### src/bhl_unit_dummy_guard.sv
// Intentionally empty companion file
`timescale 1ns/100ps
`default_nettype none
`default_nettype wire

### src/bhl_pkg.sv
// Constants, encodings and carrier types for the byte and halfword load unit
package bhl_pkg;

  // Load-type field encodings
  localparam logic [2:0] LT_HALF_U = 3'h0;
  localparam logic [2:0] LT_BYTE_U = 3'h1;
  localparam logic [2:0] LT_BYTE_S = 3'h2;
  localparam logic [2:0] LT_HALF_S = 3'h4;

  // Address generator options
  localparam logic [2:0] AM_NEG_OFS = 3'h0;
  localparam logic [2:0] AM_POS_OFS = 3'h1;
  localparam logic [2:0] AM_PRE_DEC = 3'h2;
  localparam logic [2:0] AM_PRE_INC = 3'h3;
  localparam logic [2:0] AM_POST_DEC = 3'h4;
  localparam logic [2:0] AM_POST_INC = 3'h5;

  // Offset scaling in bits
  localparam int BYTE_SHIFT = 0;
  localparam int HALF_SHIFT = 1;

  // Defaults when no offset is written
  localparam logic [31:0] DEFAULT_STEP = 32'h0000_0001;
  localparam logic [31:0] DEFAULT_OFFSET = 32'h0000_0000;

  // Registers eligible for circular addressing
  localparam logic [4:0] CIRC_REG_LO = 5'h04;
  localparam logic [4:0] CIRC_REG_HI = 5'h07;

  // Pipeline timing in cycles
  localparam int LOAD_DELAY_SLOTS = 4;
  localparam int MEM_LATENCY = 3;

  // Instruction as issued into the first execute stage
  typedef struct packed {
    logic valid;
    logic cond;
    logic [2:0] ld_type;
    logic long_form;
    logic unit_side;
    logic dst_side;
    logic [2:0] addr_mode;
    logic offset_given;
    logic use_index;
    logic [4:0] base_num;
    logic [4:0] dst_num;
    logic [4:0] short_offset_const;
    logic [14:0] long_offset_const;
  } bhl_instr_t;

  // Register file write port
  typedef struct packed {
    logic we;
    logic side;
    logic [4:0] num;
    logic [31:0] data;
  } bhl_wr_t;

  // Load in flight between execute stages
  typedef struct packed {
    logic valid;
    logic [2:0] ld_type;
    logic [1:0] lane;
    logic side;
    logic [4:0] num;
  } bhl_stage_t;

endpackage : bhl_pkg

### src/bhl_addr_gen.sv
// Effective address and base pointer update for byte and halfword loads
`timescale 1ns/100ps
`default_nettype none
module bhl_addr_gen
  import bhl_pkg::*;
(
  input wire bhl_instr_t instr, // Issued instruction
  input wire logic [31:0] base_val, // Base pointer register value
  input wire logic [31:0] index_val, // Index register value
  input wire logic [31:0] gb_first, // First global base register
  input wire logic [31:0] gb_second, // Second global base register
  input wire logic [7:0] circ_sel, // Circular enables, side B in top nibble
  input wire logic [4:0] circ_size, // Circular block size code
  output logic [31:0] eff_addr, // Address sent to memory
  output logic [31:0] new_base, // Updated base pointer
  output logic base_upd, // Base pointer is modified
  output logic circ_on // Circular arithmetic in use
);

  logic is_half;
  logic is_post;
  logic is_modify;
  logic is_sub;
  logic in_circ_range;
  logic [31:0] raw_ofs;
  logic [31:0] short_ofs;
  logic [31:0] scaled;
  logic [31:0] base_sel;
  logic [31:0] lin;
  logic [31:0] mask;
  logic [31:0] result;

  // Option decode
  assign is_half = (instr.ld_type == LT_HALF_S) || (instr.ld_type == LT_HALF_U);
  assign is_post = (instr.addr_mode == AM_POST_INC) || (instr.addr_mode == AM_POST_DEC);
  assign is_modify = is_post || (instr.addr_mode == AM_PRE_INC) || (instr.addr_mode == AM_PRE_DEC);
  assign is_sub = !instr.long_form && ((instr.addr_mode == AM_NEG_OFS) ||
                  (instr.addr_mode == AM_PRE_DEC) || (instr.addr_mode == AM_POST_DEC));

  // Offset source, with defaults when none is written
  assign short_ofs = instr.use_index ? index_val : {27'h0, instr.short_offset_const};
  assign raw_ofs = instr.long_form ? {17'h0, instr.long_offset_const} :
                   instr.offset_given ? short_ofs :
                   is_modify ? DEFAULT_STEP : DEFAULT_OFFSET;

  // Scale by element size
  assign scaled = is_half ? (raw_ofs << HALF_SHIFT) : (raw_ofs << BYTE_SHIFT);

  // Base selection, long form uses a global base
  assign base_sel = !instr.long_form ? base_val :
                    instr.unit_side ? gb_second : gb_first;

  // Linear arithmetic
  assign lin = is_sub ? (base_sel - scaled) : (base_sel + scaled);

  // Circular wrap inside a power-of-two block
  assign in_circ_range = (instr.base_num >= CIRC_REG_LO) && (instr.base_num <= CIRC_REG_HI);
  assign circ_on = !instr.long_form && in_circ_range &&
                   circ_sel[{instr.unit_side, instr.base_num[1:0]}];
  assign mask = (32'h0000_0002 << circ_size) - 32'h0000_0001;
  assign result = circ_on ? ((base_sel & ~mask) | (lin & mask)) : lin;

  // Post forms access at the original base
  assign eff_addr = is_post ? base_sel : result;
  assign new_base = result;
  assign base_upd = !instr.long_form && is_modify;

endmodule : bhl_addr_gen
`default_nettype wire

### src/bhl_extend.sv
// Lane selection and extension of fetched byte or halfword
`timescale 1ns/100ps
`default_nettype none
module bhl_extend
  import bhl_pkg::*;
(
  input wire logic [31:0] rdata, // Aligned word from memory
  input wire logic [1:0] lane, // Low address bits
  input wire logic [2:0] ld_type, // Load type
  output logic [31:0] value // Extended result
);

  logic [7:0] byte_v;
  logic [15:0] half_v;

  // Little-endian lane pick
  assign byte_v = rdata[{lane, 3'h0} +: 8];
  assign half_v = lane[1] ? rdata[31:16] : rdata[15:0];

  // Extension by load type
  assign value = (ld_type == LT_BYTE_S) ? {{24{byte_v[7]}}, byte_v} :
                 (ld_type == LT_BYTE_U) ? {24'h0, byte_v} :
                 (ld_type == LT_HALF_S) ? {{16{half_v[15]}}, half_v} :
                 {16'h0, half_v};

endmodule : bhl_extend
`default_nettype wire

### src/bhl_unit.sv
// Byte and halfword load execution unit, execute stages one to five
`timescale 1ns/100ps
`default_nettype none

// Summary of operation
// - Byte loads add or subtract the offset unshifted.
// - Halfword loads shift the offset left one bit first.
// - Pre and offset forms access the sum; post forms access the old base.
// - Type 010 is signed byte, 001 is zero-extended byte.
// - Type 100 is signed halfword, 000 is zero-extended halfword.
// - Linear by default; registers 4 to 7 may wrap circularly if enabled.
// - Byte fills low 8 bits; upper 24 sign-extended or cleared.
// - Halfword fills low 16 bits; upper 16 sign-extended or cleared.
// - Destination file select 0 writes file A, 1 writes file B.
// - Unit select 0 uses side A unit and file, 1 side B.
// - Without an offset, steps are 1 and offsets are 0.
// - Loaded value written four cycles later; base update immediately.
// - Long form runs on side B with first or second global base.
// - Long form only adds and is always linear.
// - Long constant shifted 0 for bytes and 1 for halfwords.
module bhl_unit
  import bhl_pkg::*;
(
  input wire logic CLK, // Clock, 25 MHz
  input wire logic RST, // Synchronous reset, active high
  input wire bhl_instr_t INSTR, // Instruction entering execute
  input wire logic [31:0] BASE_VAL, // Base pointer register read
  input wire logic [31:0] INDEX_VAL, // Index register read
  input wire logic [31:0] GLOBAL_BASE_FIRST, // First global base value
  input wire logic [31:0] GLOBAL_BASE_SECOND, // Second global base value
  input wire logic [7:0] CIRC_SEL, // Circular enables per register
  input wire logic [4:0] CIRC_SIZE, // Circular block size code
  input wire logic [31:0] MEM_RDATA, // Read word from memory
  output logic MEM_REQ, // Memory load request
  output logic [31:0] MEM_ADDR, // Memory byte address
  output logic MEM_HALF, // Access is a halfword
  output logic MEM_UNIT_B, // Issued by side B data unit
  output bhl_wr_t BASE_WR, // Base pointer write port
  output bhl_wr_t DST_WR // Destination write port
);

  // Load type decode, shared by issue and checks
  function automatic logic type_legal(input logic [2:0] t);
    type_legal = (t == LT_BYTE_S) || (t == LT_BYTE_U) || (t == LT_HALF_S) || (t == LT_HALF_U);
  endfunction : type_legal

  function automatic logic type_half(input logic [2:0] t);
    type_half = (t == LT_HALF_S) || (t == LT_HALF_U);
  endfunction : type_half

  logic issue;
  logic [31:0] eff_addr;
  logic [31:0] new_base;
  logic base_upd;
  logic circ_on;
  logic [31:0] ext_value;
  logic unit_b;
  bhl_stage_t stage_d;
  bhl_stage_t pipe_q [1:LOAD_DELAY_SLOTS];
  logic mem_req_q;
  logic [31:0] mem_addr_q;
  logic mem_half_q;
  logic mem_unit_b_q;
  bhl_wr_t base_wr_q;
  bhl_wr_t base_wr_d;
  bhl_wr_t dst_wr_q;
  bhl_wr_t dst_wr_d;
  logic [2:0] dst_type_q;

  // Issue qualification
  assign issue = INSTR.valid && INSTR.cond && type_legal(INSTR.ld_type);
  assign unit_b = INSTR.long_form ? 1'b1 : INSTR.unit_side;

  // Address generation
  bhl_addr_gen u_addr_gen (
    .instr(INSTR),
    .base_val(BASE_VAL),
    .index_val(INDEX_VAL),
    .gb_first(GLOBAL_BASE_FIRST),
    .gb_second(GLOBAL_BASE_SECOND),
    .circ_sel(CIRC_SEL),
    .circ_size(CIRC_SIZE),
    .eff_addr(eff_addr),
    .new_base(new_base),
    .base_upd(base_upd),
    .circ_on(circ_on)
  );

  // Base pointer write, into the executing unit's file
  assign base_wr_d.we = issue && base_upd;
  assign base_wr_d.side = INSTR.unit_side;
  assign base_wr_d.num = INSTR.base_num;
  assign base_wr_d.data = new_base;

  // Stage one record
  assign stage_d.valid = issue;
  assign stage_d.ld_type = INSTR.ld_type;
  assign stage_d.lane = eff_addr[1:0];
  assign stage_d.side = INSTR.dst_side;
  assign stage_d.num = INSTR.dst_num;

  // First execute stage registers
  always_ff @(posedge CLK) begin
    if (RST) begin
      mem_req_q <= 1'b0;
      mem_addr_q <= 32'h0;
      mem_half_q <= 1'b0;
      mem_unit_b_q <= 1'b0;
      base_wr_q <= '0;
      pipe_q[1] <= '0;
    end else begin
      mem_req_q <= issue;
      mem_addr_q <= eff_addr;
      mem_half_q <= type_half(INSTR.ld_type);
      mem_unit_b_q <= unit_b;
      base_wr_q <= base_wr_d;
      pipe_q[1] <= stage_d;
    end
  end

  // Later stages carry the load toward write-back
  genvar gi;
  generate
    for (gi = 2; gi <= LOAD_DELAY_SLOTS; gi++) begin : g_pipe
      always_ff @(posedge CLK) begin
        if (RST) begin
          pipe_q[gi] <= '0;
        end else begin
          pipe_q[gi] <= pipe_q[gi-1];
        end
      end
    end
  endgenerate

  // Extension of the returned word
  bhl_extend u_extend (
    .rdata(MEM_RDATA),
    .lane(pipe_q[LOAD_DELAY_SLOTS].lane),
    .ld_type(pipe_q[LOAD_DELAY_SLOTS].ld_type),
    .value(ext_value)
  );

  // Destination write in the fifth stage
  assign dst_wr_d.we = pipe_q[LOAD_DELAY_SLOTS].valid;
  assign dst_wr_d.side = pipe_q[LOAD_DELAY_SLOTS].side;
  assign dst_wr_d.num = pipe_q[LOAD_DELAY_SLOTS].num;
  assign dst_wr_d.data = ext_value;

  // Write-back register
  always_ff @(posedge CLK) begin
    if (RST) begin
      dst_wr_q <= '0;
      dst_type_q <= LT_HALF_U;
    end else begin
      dst_wr_q <= dst_wr_d;
      dst_type_q <= pipe_q[LOAD_DELAY_SLOTS].ld_type;
    end
  end

  // Outputs straight from flops
  assign MEM_REQ = mem_req_q;
  assign MEM_ADDR = mem_addr_q;
  assign MEM_HALF = mem_half_q;
  assign MEM_UNIT_B = mem_unit_b_q;
  assign BASE_WR = base_wr_q;
  assign DST_WR = dst_wr_q;
endmodule : bhl_unit
`default_nettype wire

### config.mk
export PLATFORM = sky130hd
export DESIGN_NAME = bhl_unit
export DESIGN_NICKNAME = d
export VERILOG_FILES = /design/src/bhl_unit_dummy_guard.sv /design/src/bhl_pkg.sv /design/src/bhl_addr_gen.sv /design/src/bhl_extend.sv /design/src/bhl_unit.sv
export SDC_FILE = /design/constraint.sdc
export NUM_CORES = 1
export LEC_CHECK = 0
export ABC_AREA = 1
export BUFFER_PORTS_ARGS = -buffer_cell sky130_fd_sc_hd__buf_2
export CAP_MARGIN = 40
export CORE_AREA = 3 3 176 109
export CTS_CLUSTER_SIZE = 30
export DETAILED_ROUTE_END_ITERATION = 7
export DIE_AREA = 0 0 179 112
export PLACE_DENSITY = 0.92
export SLEW_MARGIN = 25
export SYNTH_ARGS = -nofsm -noshare
export SYNTH_HDL_FRONTEND = slang
export SYNTH_SLANG_ARGS = --single-unit
### constraint.sdc
create_clock -name CLK -period 5.7 [get_ports CLK]
set_input_delay 0.57 -clock CLK [delete_from_list [all_inputs] [get_ports CLK]]
set_output_delay 0.57 -clock CLK [all_outputs]
set_load 0.05 [all_outputs]
==> run_results.csv, run 1 <==
group,metric,value,unit
finish,fillers,1579,
setup_path,wp_buf_inv,2,
timing,fin_crit_sh,88.9,%
clocking,hold_buffers,0,
timing,rsz_0062_raised_after_global_routing,"no",
setup_path,worst_setup_path_endpoint,"MEM_ADDR[21]",
clocking,clock_sink_count,143,
finish,layout.area.seq,2860,um2
clocking,numCtsBuffers,17,
route,detail_route.vias_per_cell,5.36,
timing,totalNegativeSetupSlack,0,ns
timing,report.final.slew_viol_count,0,
route,post_drt_wl_per_cell,16.7,um
timing,period_minus_slack,5.07,ns
route,detail-route-antenna-nets,0,
setup_path,endpoint_kind,"flip-flop",
finish,most-common-layout-cells,"331 x buf_2, 290 x nand2_1, 238 x nor2_1, 183 x inv_1, 143 x dfxtp_1",
setup_path,timing.critical_path.depth,21,
placed_design,routabilityCongestion,0.970,
global_routing,grt_util_all_layers,32.7,%
global_routing,antenna_violations_before_repair,1,
finish,final_layout_size_suffix_gt1_share,24.2,%
worst_hold_path,worst_hold_startpoint,"INSTR[21]",
setup_path,startpoint,"INSTR[37]",
die,die_footprint,20000,um2
logic_synthesis,postSynthAreaPerCell,6.49,um2
setup_path,timing.critical_path.required,5.98,ns
setup_path,startpoint_type,"input pin",
finish,multi_input_comb_area,5710,um2
clocking,clk_root_buffer_cell,"clkbuf_16",
route,drc,0,
clocking,clock_path_buffers,2,
route,wl,34000,um
setup_path,cp_cell_sequence,"buf_2 -> buf_4 -> nor2_4 -> o21ai_1 -> o21ai_1 -> nor2_2 -> nand3_4 -> nor2_8 -> nand3_1 -> o21ai_0 -> xnor2_1 -> ha_1 -> nand2_1 -> nor2_1 -> nand4_1 -> o21ai_0 -> a21oi_1 -> o21bai_1 -> xor2_1 -> o21bai_1 -> a21oi_1",
logic_synthesis,synth-edff-count,0,
setup_path,worst_r2r_path_depth,5,
setup_path,top_fanout_value_on_the_critical_path,30,
timing,skew,0.00901,ns
placed_design,place_hpwl,26700,um
die,dieWidth,179,um
global_routing,largest_net_degree_at_the_start_of_global_routing,69,
timing,timing.max_slew.rel_slack,41.7,%
setup_path,worst_r2r_startpoint,"pipe_q[0][55]",
route,detail_route.first_pass.iterations,6,
clocking,cts_resized,0,
pwr,p_sw_share,43.7,%
logic_synthesis,synth.distinct_cells,53,
route,drt_first_iter_violations,1073,
setup_path,critical-path-top-delay-family,"compound AO/OA/AOI/OAI gates",
finish,fin_nets,2034,
global_routing,overflow,0,
die,ioPinCount,331,
die,fp.coreArea,17800,um2
clocking,tritoncts,"done",
setup_path,worst_path_max_delay_cell,"o21ai_0",
timing,worst_pin_slew,0.865,ns
pwr,power-per-cell-area,330,nW/um2
setup_path,regToRegSetupSlack,4.08,ns
pwr,netSwitchingPower,1720,uW
pwr,clock_power_share,29.7,%
run,maxCapViolCount,0,
clocking,cts.htree.levels,4,
pwr,power_frac_seq,29.6,%
finish,mostFrequentLayoutCell,"buf_2",
logic_synthesis,post_synthesis_net_count,1748,
logic_synthesis,yosys_register_bits,143,
pwr,internal-power,2220,uW
setup_path,critical_path.reg2reg.endpoint,"DST_WR[15]",
clocking,clk_transition_reported_paths,0.07,ns
finish,area_overhead_vs_synth,22.9,%
clocking,clock_insertion_delay_worst_skew,0.43,ns
setup_path,critPathKind,"in2reg",
finish,antenna_cells,0,
outcome,run_status,"finished, final reports clean",
die,floorplan.rows,38,
setup_path,cp_slowest_stage_delay,0.68,ns
placed_design,placement.io_buffers,330,
pwr,leakagePower,0.00629,uW
setup_path,crit_arrival,5.34,ns
timing,fmax,0.197,GHz
logic_synthesis,asyncSetResetFlopFracSynth,0,%
clocking,postCtsSetupRepairBufs,0,
logic_synthesis,synth_sequential_area_ratio,29.5,%
worst_hold_path,hold_class,"in2reg",
logic_synthesis,total_standard_cell_area_after_synthesis,9720,um2
timing,timing.final.hold_violations,0,
pwr,pwr-share-comb,40.7,%
die,fp.dieH,112,um
die,start_util,54.5,%
global_routing,grt_pass1_vias,10000,
logic_synthesis,synth_ff_type,"dfxtp_1",
route,route.vias.total,10900,
timing,setup_viol,0,
pwr,vdd_ir_drop_max,0.232,mV
global_routing,first_pass_grt_wire_length,51300,um
logic_synthesis,syn-instance-count,1497,
logic_synthesis,synth-warning-count,0,
pwr,power.total,3940,uW
## layer usage
metal	vias to the layer above	GRT usage (%)	part of all wire, %	routed length (um)
li1	5400	-	-	-
met3	57	6.51	10	3510
met4	2	8.14	1.9	660
met2	560	51.9	44	14900
met1	4896	45.5	44	15000
met5	-	0	0.038	13
## flip-flops by register name, indices dropped and copies added, names as in the netlist
name,count
pipe_q,46
MEM_ADDR,32
MEM_HALF,1
BASE_WR,39
DST_WR,24
MEM_UNIT_B,1
## worst register-to-register path: cells and delay by family (launching register included)
kind               cells  cell delay [ns]
DFF                    1             0.45
and+or+nand+nor        2             0.37
AOI/OAI and AO/OA      2             0.24
muxes                  1             0.40
## cell usage after synthesis (23+ instances only)
master    count  area [um2]
a21oi_1      88         440
buf_4        23         173
clkbuf_1     32         120
dfxtp_1     143        2860
ha_1         32         400
inv_1       183         687
nand2_1     290        1090
nand3_1      87         435
nor2_1      238         893
o21ai_0     128         641
xnor2_1      24         210
xor2_1       29         254
## power groups by stage
stage               Sequential (uW)  Combinational, uW  Clock, uW
global route                   1180               1740       1220
finish                         1170               1600       1170
CTS                            1170               1580       1170
global placement               1190               1550          0
floorplan                      1590                751          0
detailed placement             1190               1570          0
## metrics by stage
step           util (%)  instance area [um2]  hold WS [ns]  worst slack (ns)  instances
3_5_place_dp       63.5                11300         0.393             0.409       2001
2_1_floorplan         -                 9720         0.388              2.08       1497
6_report           67.0                11900         0.341             0.632       2036
5_1_grt            67.0                11900         0.353             0.326       2036
4_1_cts            66.8                11900         0.339             0.833       2033
3_3_place_gp       63.4                11300         0.390             0.501       2000
## layout make-up
cell class | instances | area share, %
clock buffers | 18 | 3.68
multi-input cells | 1089 | 47.8
inverters | 190 | 6.03
flip-flops and latches | 143 | 24.0
repair buffers | 342 | 14.6
clock inverters | 14 | 1.37
well taps | 240 | 2.51
## logic make-up (layout without fill, tap and decap cells)
kind of cell | Yosys count | after routing | synth area share (%)
fa+ha+maj | 33 | 33 | 4.33
buf+inv | 265 | 564 | 11.8
mux | 21 | 21 | 2.27
flops | 143 | 143 | 29.5
compound gates | 289 | 289 | 16.4
simple gates | 693 | 693 | 31.0
xor+xnor | 53 | 53 | 4.78
## worst min-delay path by stage
stage | to | slack (ns) | cells past startpoint
floorplan | DST_WR[32] | 0.39 | 2
global placement | pipe_q[0][51] | 0.39 | 2
finish | pipe_q[0][13] | 0.34 | 3
detailed placement | pipe_q[0][36] | 0.39 | 2
CTS | pipe_q[0][13] | 0.34 | 3
global route | pipe_q[0][16] | 0.35 | 3
No activity file was read; power rests on OpenSTA's default activity.
==> inputs of run 2 (changes only) <==
--- a/config.mk
+++ b/config.mk
@@ -12,7 +12,7 @@
 export CTS_CLUSTER_SIZE = 30
 export DETAILED_ROUTE_END_ITERATION = 7
 export DIE_AREA = 0 0 179 112
-export PLACE_DENSITY = 0.92
+export PLACE_DENSITY = 0.95
 export SLEW_MARGIN = 25
 export SYNTH_ARGS = -nofsm -noshare
 export SYNTH_HDL_FRONTEND = slang
==> run 2 against run 1 <==
- first-iteration DRC count is 24% higher
- sequential share of layout area hardly changed
- flip-flop and latch count stayed put
- critical path type unchanged
- largest cell class unchanged
==> run_results.csv, run 2 (synthesis gave the netlist of run 1 again) <==
group,metric,value,unit
outcome,run_status,"finished, final reports clean",
clocking,postCtsSetupRepairBufs,0,
pwr,pwr-share-comb,41.2,%
setup_path,startpoint_type,"input pin",
pwr,netSwitchingPower,1770,uW
clocking,clock_insertion_delay_worst_skew,0.42,ns
route,wl,35600,um
die,dieWidth,179,um
clocking,cts.htree.levels,4,
die,fp.coreArea,17800,um2
setup_path,crit_arrival,5.12,ns
die,fp.dieH,112,um
finish,regMostFlops,"pipe_q",
die,die_footprint,20000,um2
die,ioPinCount,331,
global_routing,antenna_violations_before_repair,1,
route,detail-route-antenna-nets,0,
finish,most-common-layout-cells,"330 x buf_2, 290 x nand2_1, 238 x nor2_1, 183 x inv_1, 143 x dfxtp_1",
timing,timing.final.hold_violations,0,
placed_design,place_hpwl,27400,um
timing,fmax,0.207,GHz
run,maxCapViolCount,0,
die,start_util,54.5,%
global_routing,grt_pass1_vias,10100,
timing,final.hold.worst_slack,0.347,ns
global_routing,first_pass_grt_wire_length,53300,um
setup_path,top_fanout_value_on_the_critical_path,26,
clocking,clk_transition_reported_paths,0.08,ns
finish,area_overhead_vs_synth,23.0,%
timing,totalNegativeSetupSlack,0,ns
pwr,leakagePower,0.00629,uW
route,post_drt_wl_per_cell,17.5,um
pwr,p_sw_share,44.8,%
pwr,power_frac_seq,29.6,%
route,route.vias.total,11200,
timing,period_minus_slack,4.82,ns
pwr,power-per-cell-area,330,nW/um2
die,floorplan.rows,38,
worst_hold_path,hold_class,"in2reg",
finish,fin_nets,2033,
setup_path,endpoint_kind,"flip-flop",
clocking,cts_resized,0,
finish,final_layout_size_suffix_gt1_share,24.2,%
clocking,numCtsBuffers,17,
placed_design,routabilityCongestion,0.973,
timing,setup_viol,0,
pwr,internal-power,2180,uW
clocking,hold_buffers,0,
placed_design,placement.io_buffers,330,
timing,worst_pin_slew,0.894,ns
timing,skew,0.00670,ns
route,drc,0,
clocking,clk_root_buffer_cell,"clkbuf_16",
route,detail_route.first_pass.iterations,6,
global_routing,largest_net_degree_at_the_start_of_global_routing,74,
global_routing,grt_util_all_layers,34.1,%
clocking,clock_sink_count,143,
global_routing,overflow,0,
clocking,tritoncts,"done",
timing,rsz_0062_raised_after_global_routing,"no",
finish,largest_register_ffs,46,
timing,fin_crit_sh,84.6,%
finish,fillers,1595,
setup_path,critPathKind,"in2reg",
finish,mostFrequentLayoutCell,"buf_2",
pwr,vdd_ir_drop_max,0.242,mV
pwr,clock_power_share,29.2,%
clocking,clock_path_buffers,2,
timing,report.final.slew_viol_count,0,
route,drt_first_iter_violations,1331,
timing,timing.max_slew.rel_slack,40.3,%
setup_path,timing.critical_path.required,5.99,ns
route,detail_route.vias_per_cell,5.52,
run 2: worst max-delay path: stages:
cell	delay, ns
buf_2	0.36
inv_4	0.22
nand2_4	0.21
nor2_4	0.09
nand2_1	0.07
nand2_1	0.06
nand2_1	0.08
nand2_1	0.09
nor2_1	0.13
nand2_2	0.12
nor2_8	0.18
nand3_1	0.11
o21ai_0	0.21
xnor2_1	0.10
ha_1	0.37
nand2_1	0.11
nor2_1	0.35
nand4_1	0.13
o21ai_0	0.68
a21oi_1	0.28
o21bai_1	0.22
xor2_1	0.10
o21bai_1	0.19
a21oi_1	0.09
run 2: per-stage QoR:
step	setup WS [ns]	util, %	cells	total power, uW	area (um2)
2_1_floorplan	2.08	-	1497	2340	9720
3_3_place_gp	0.649	63.5	2001	2740	11300
3_5_place_dp	0.610	63.5	2001	2760	11300
4_1_cts	1.05	66.9	2033	3910	11900
5_1_grt	0.392	67.0	2036	4130	11900
6_report	0.876	67.0	2036	3950	11900
run 2: final cells by class:
cell class	count	area (um2)	area share (%)
Antenna cell	1	2.50	0.0209
Inverter	190	721	6.03
Tap cell	240	300	2.51
Multi-Input combinational cell	1089	5710	47.8
Clock inverter	15	189	1.58
Clock buffer	17	425	3.56
Sequential cell	143	2860	24.0
Timing Repair Buffer	341	1740	14.5
run 2: path summary, 6_finish.rpt:
kind | startpoint | end | slack [ns] | cells past startpoint
hold / removal | INSTR[23] | pipe_q[0][15] | 0.35 | 3
setup reg to reg | pipe_q[0][55] | DST_WR[8] | 4.07 | 5
setup / recovery | INSTR[37] | MEM_ADDR[21] | 0.88 | 24
hold reg to reg | pipe_q[0][12] | pipe_q[0][24] | 0.40 | 2
run 2: power groups by stage:
stage	registers, uW	clock network, uW	logic (uW)
6_report	1170	1150	1620
5_1_grt	1180	1200	1750
4_1_cts	1170	1150	1590
3_5_place_dp	1190	0	1570
3_3_place_gp	1190	0	1550
2_1_floorplan	1590	0	751
run 2: per-layer routing:
metal / up-vias / share of wire, % / track usage [%]
met5: - / 0 / 0
met4: 0 / 2.9 / 10.1
met3: 83 / 10 / 6.61
met2: 672 / 44 / 53.8
met1: 5079 / 43 / 47.4
li1: 5401 / - / -
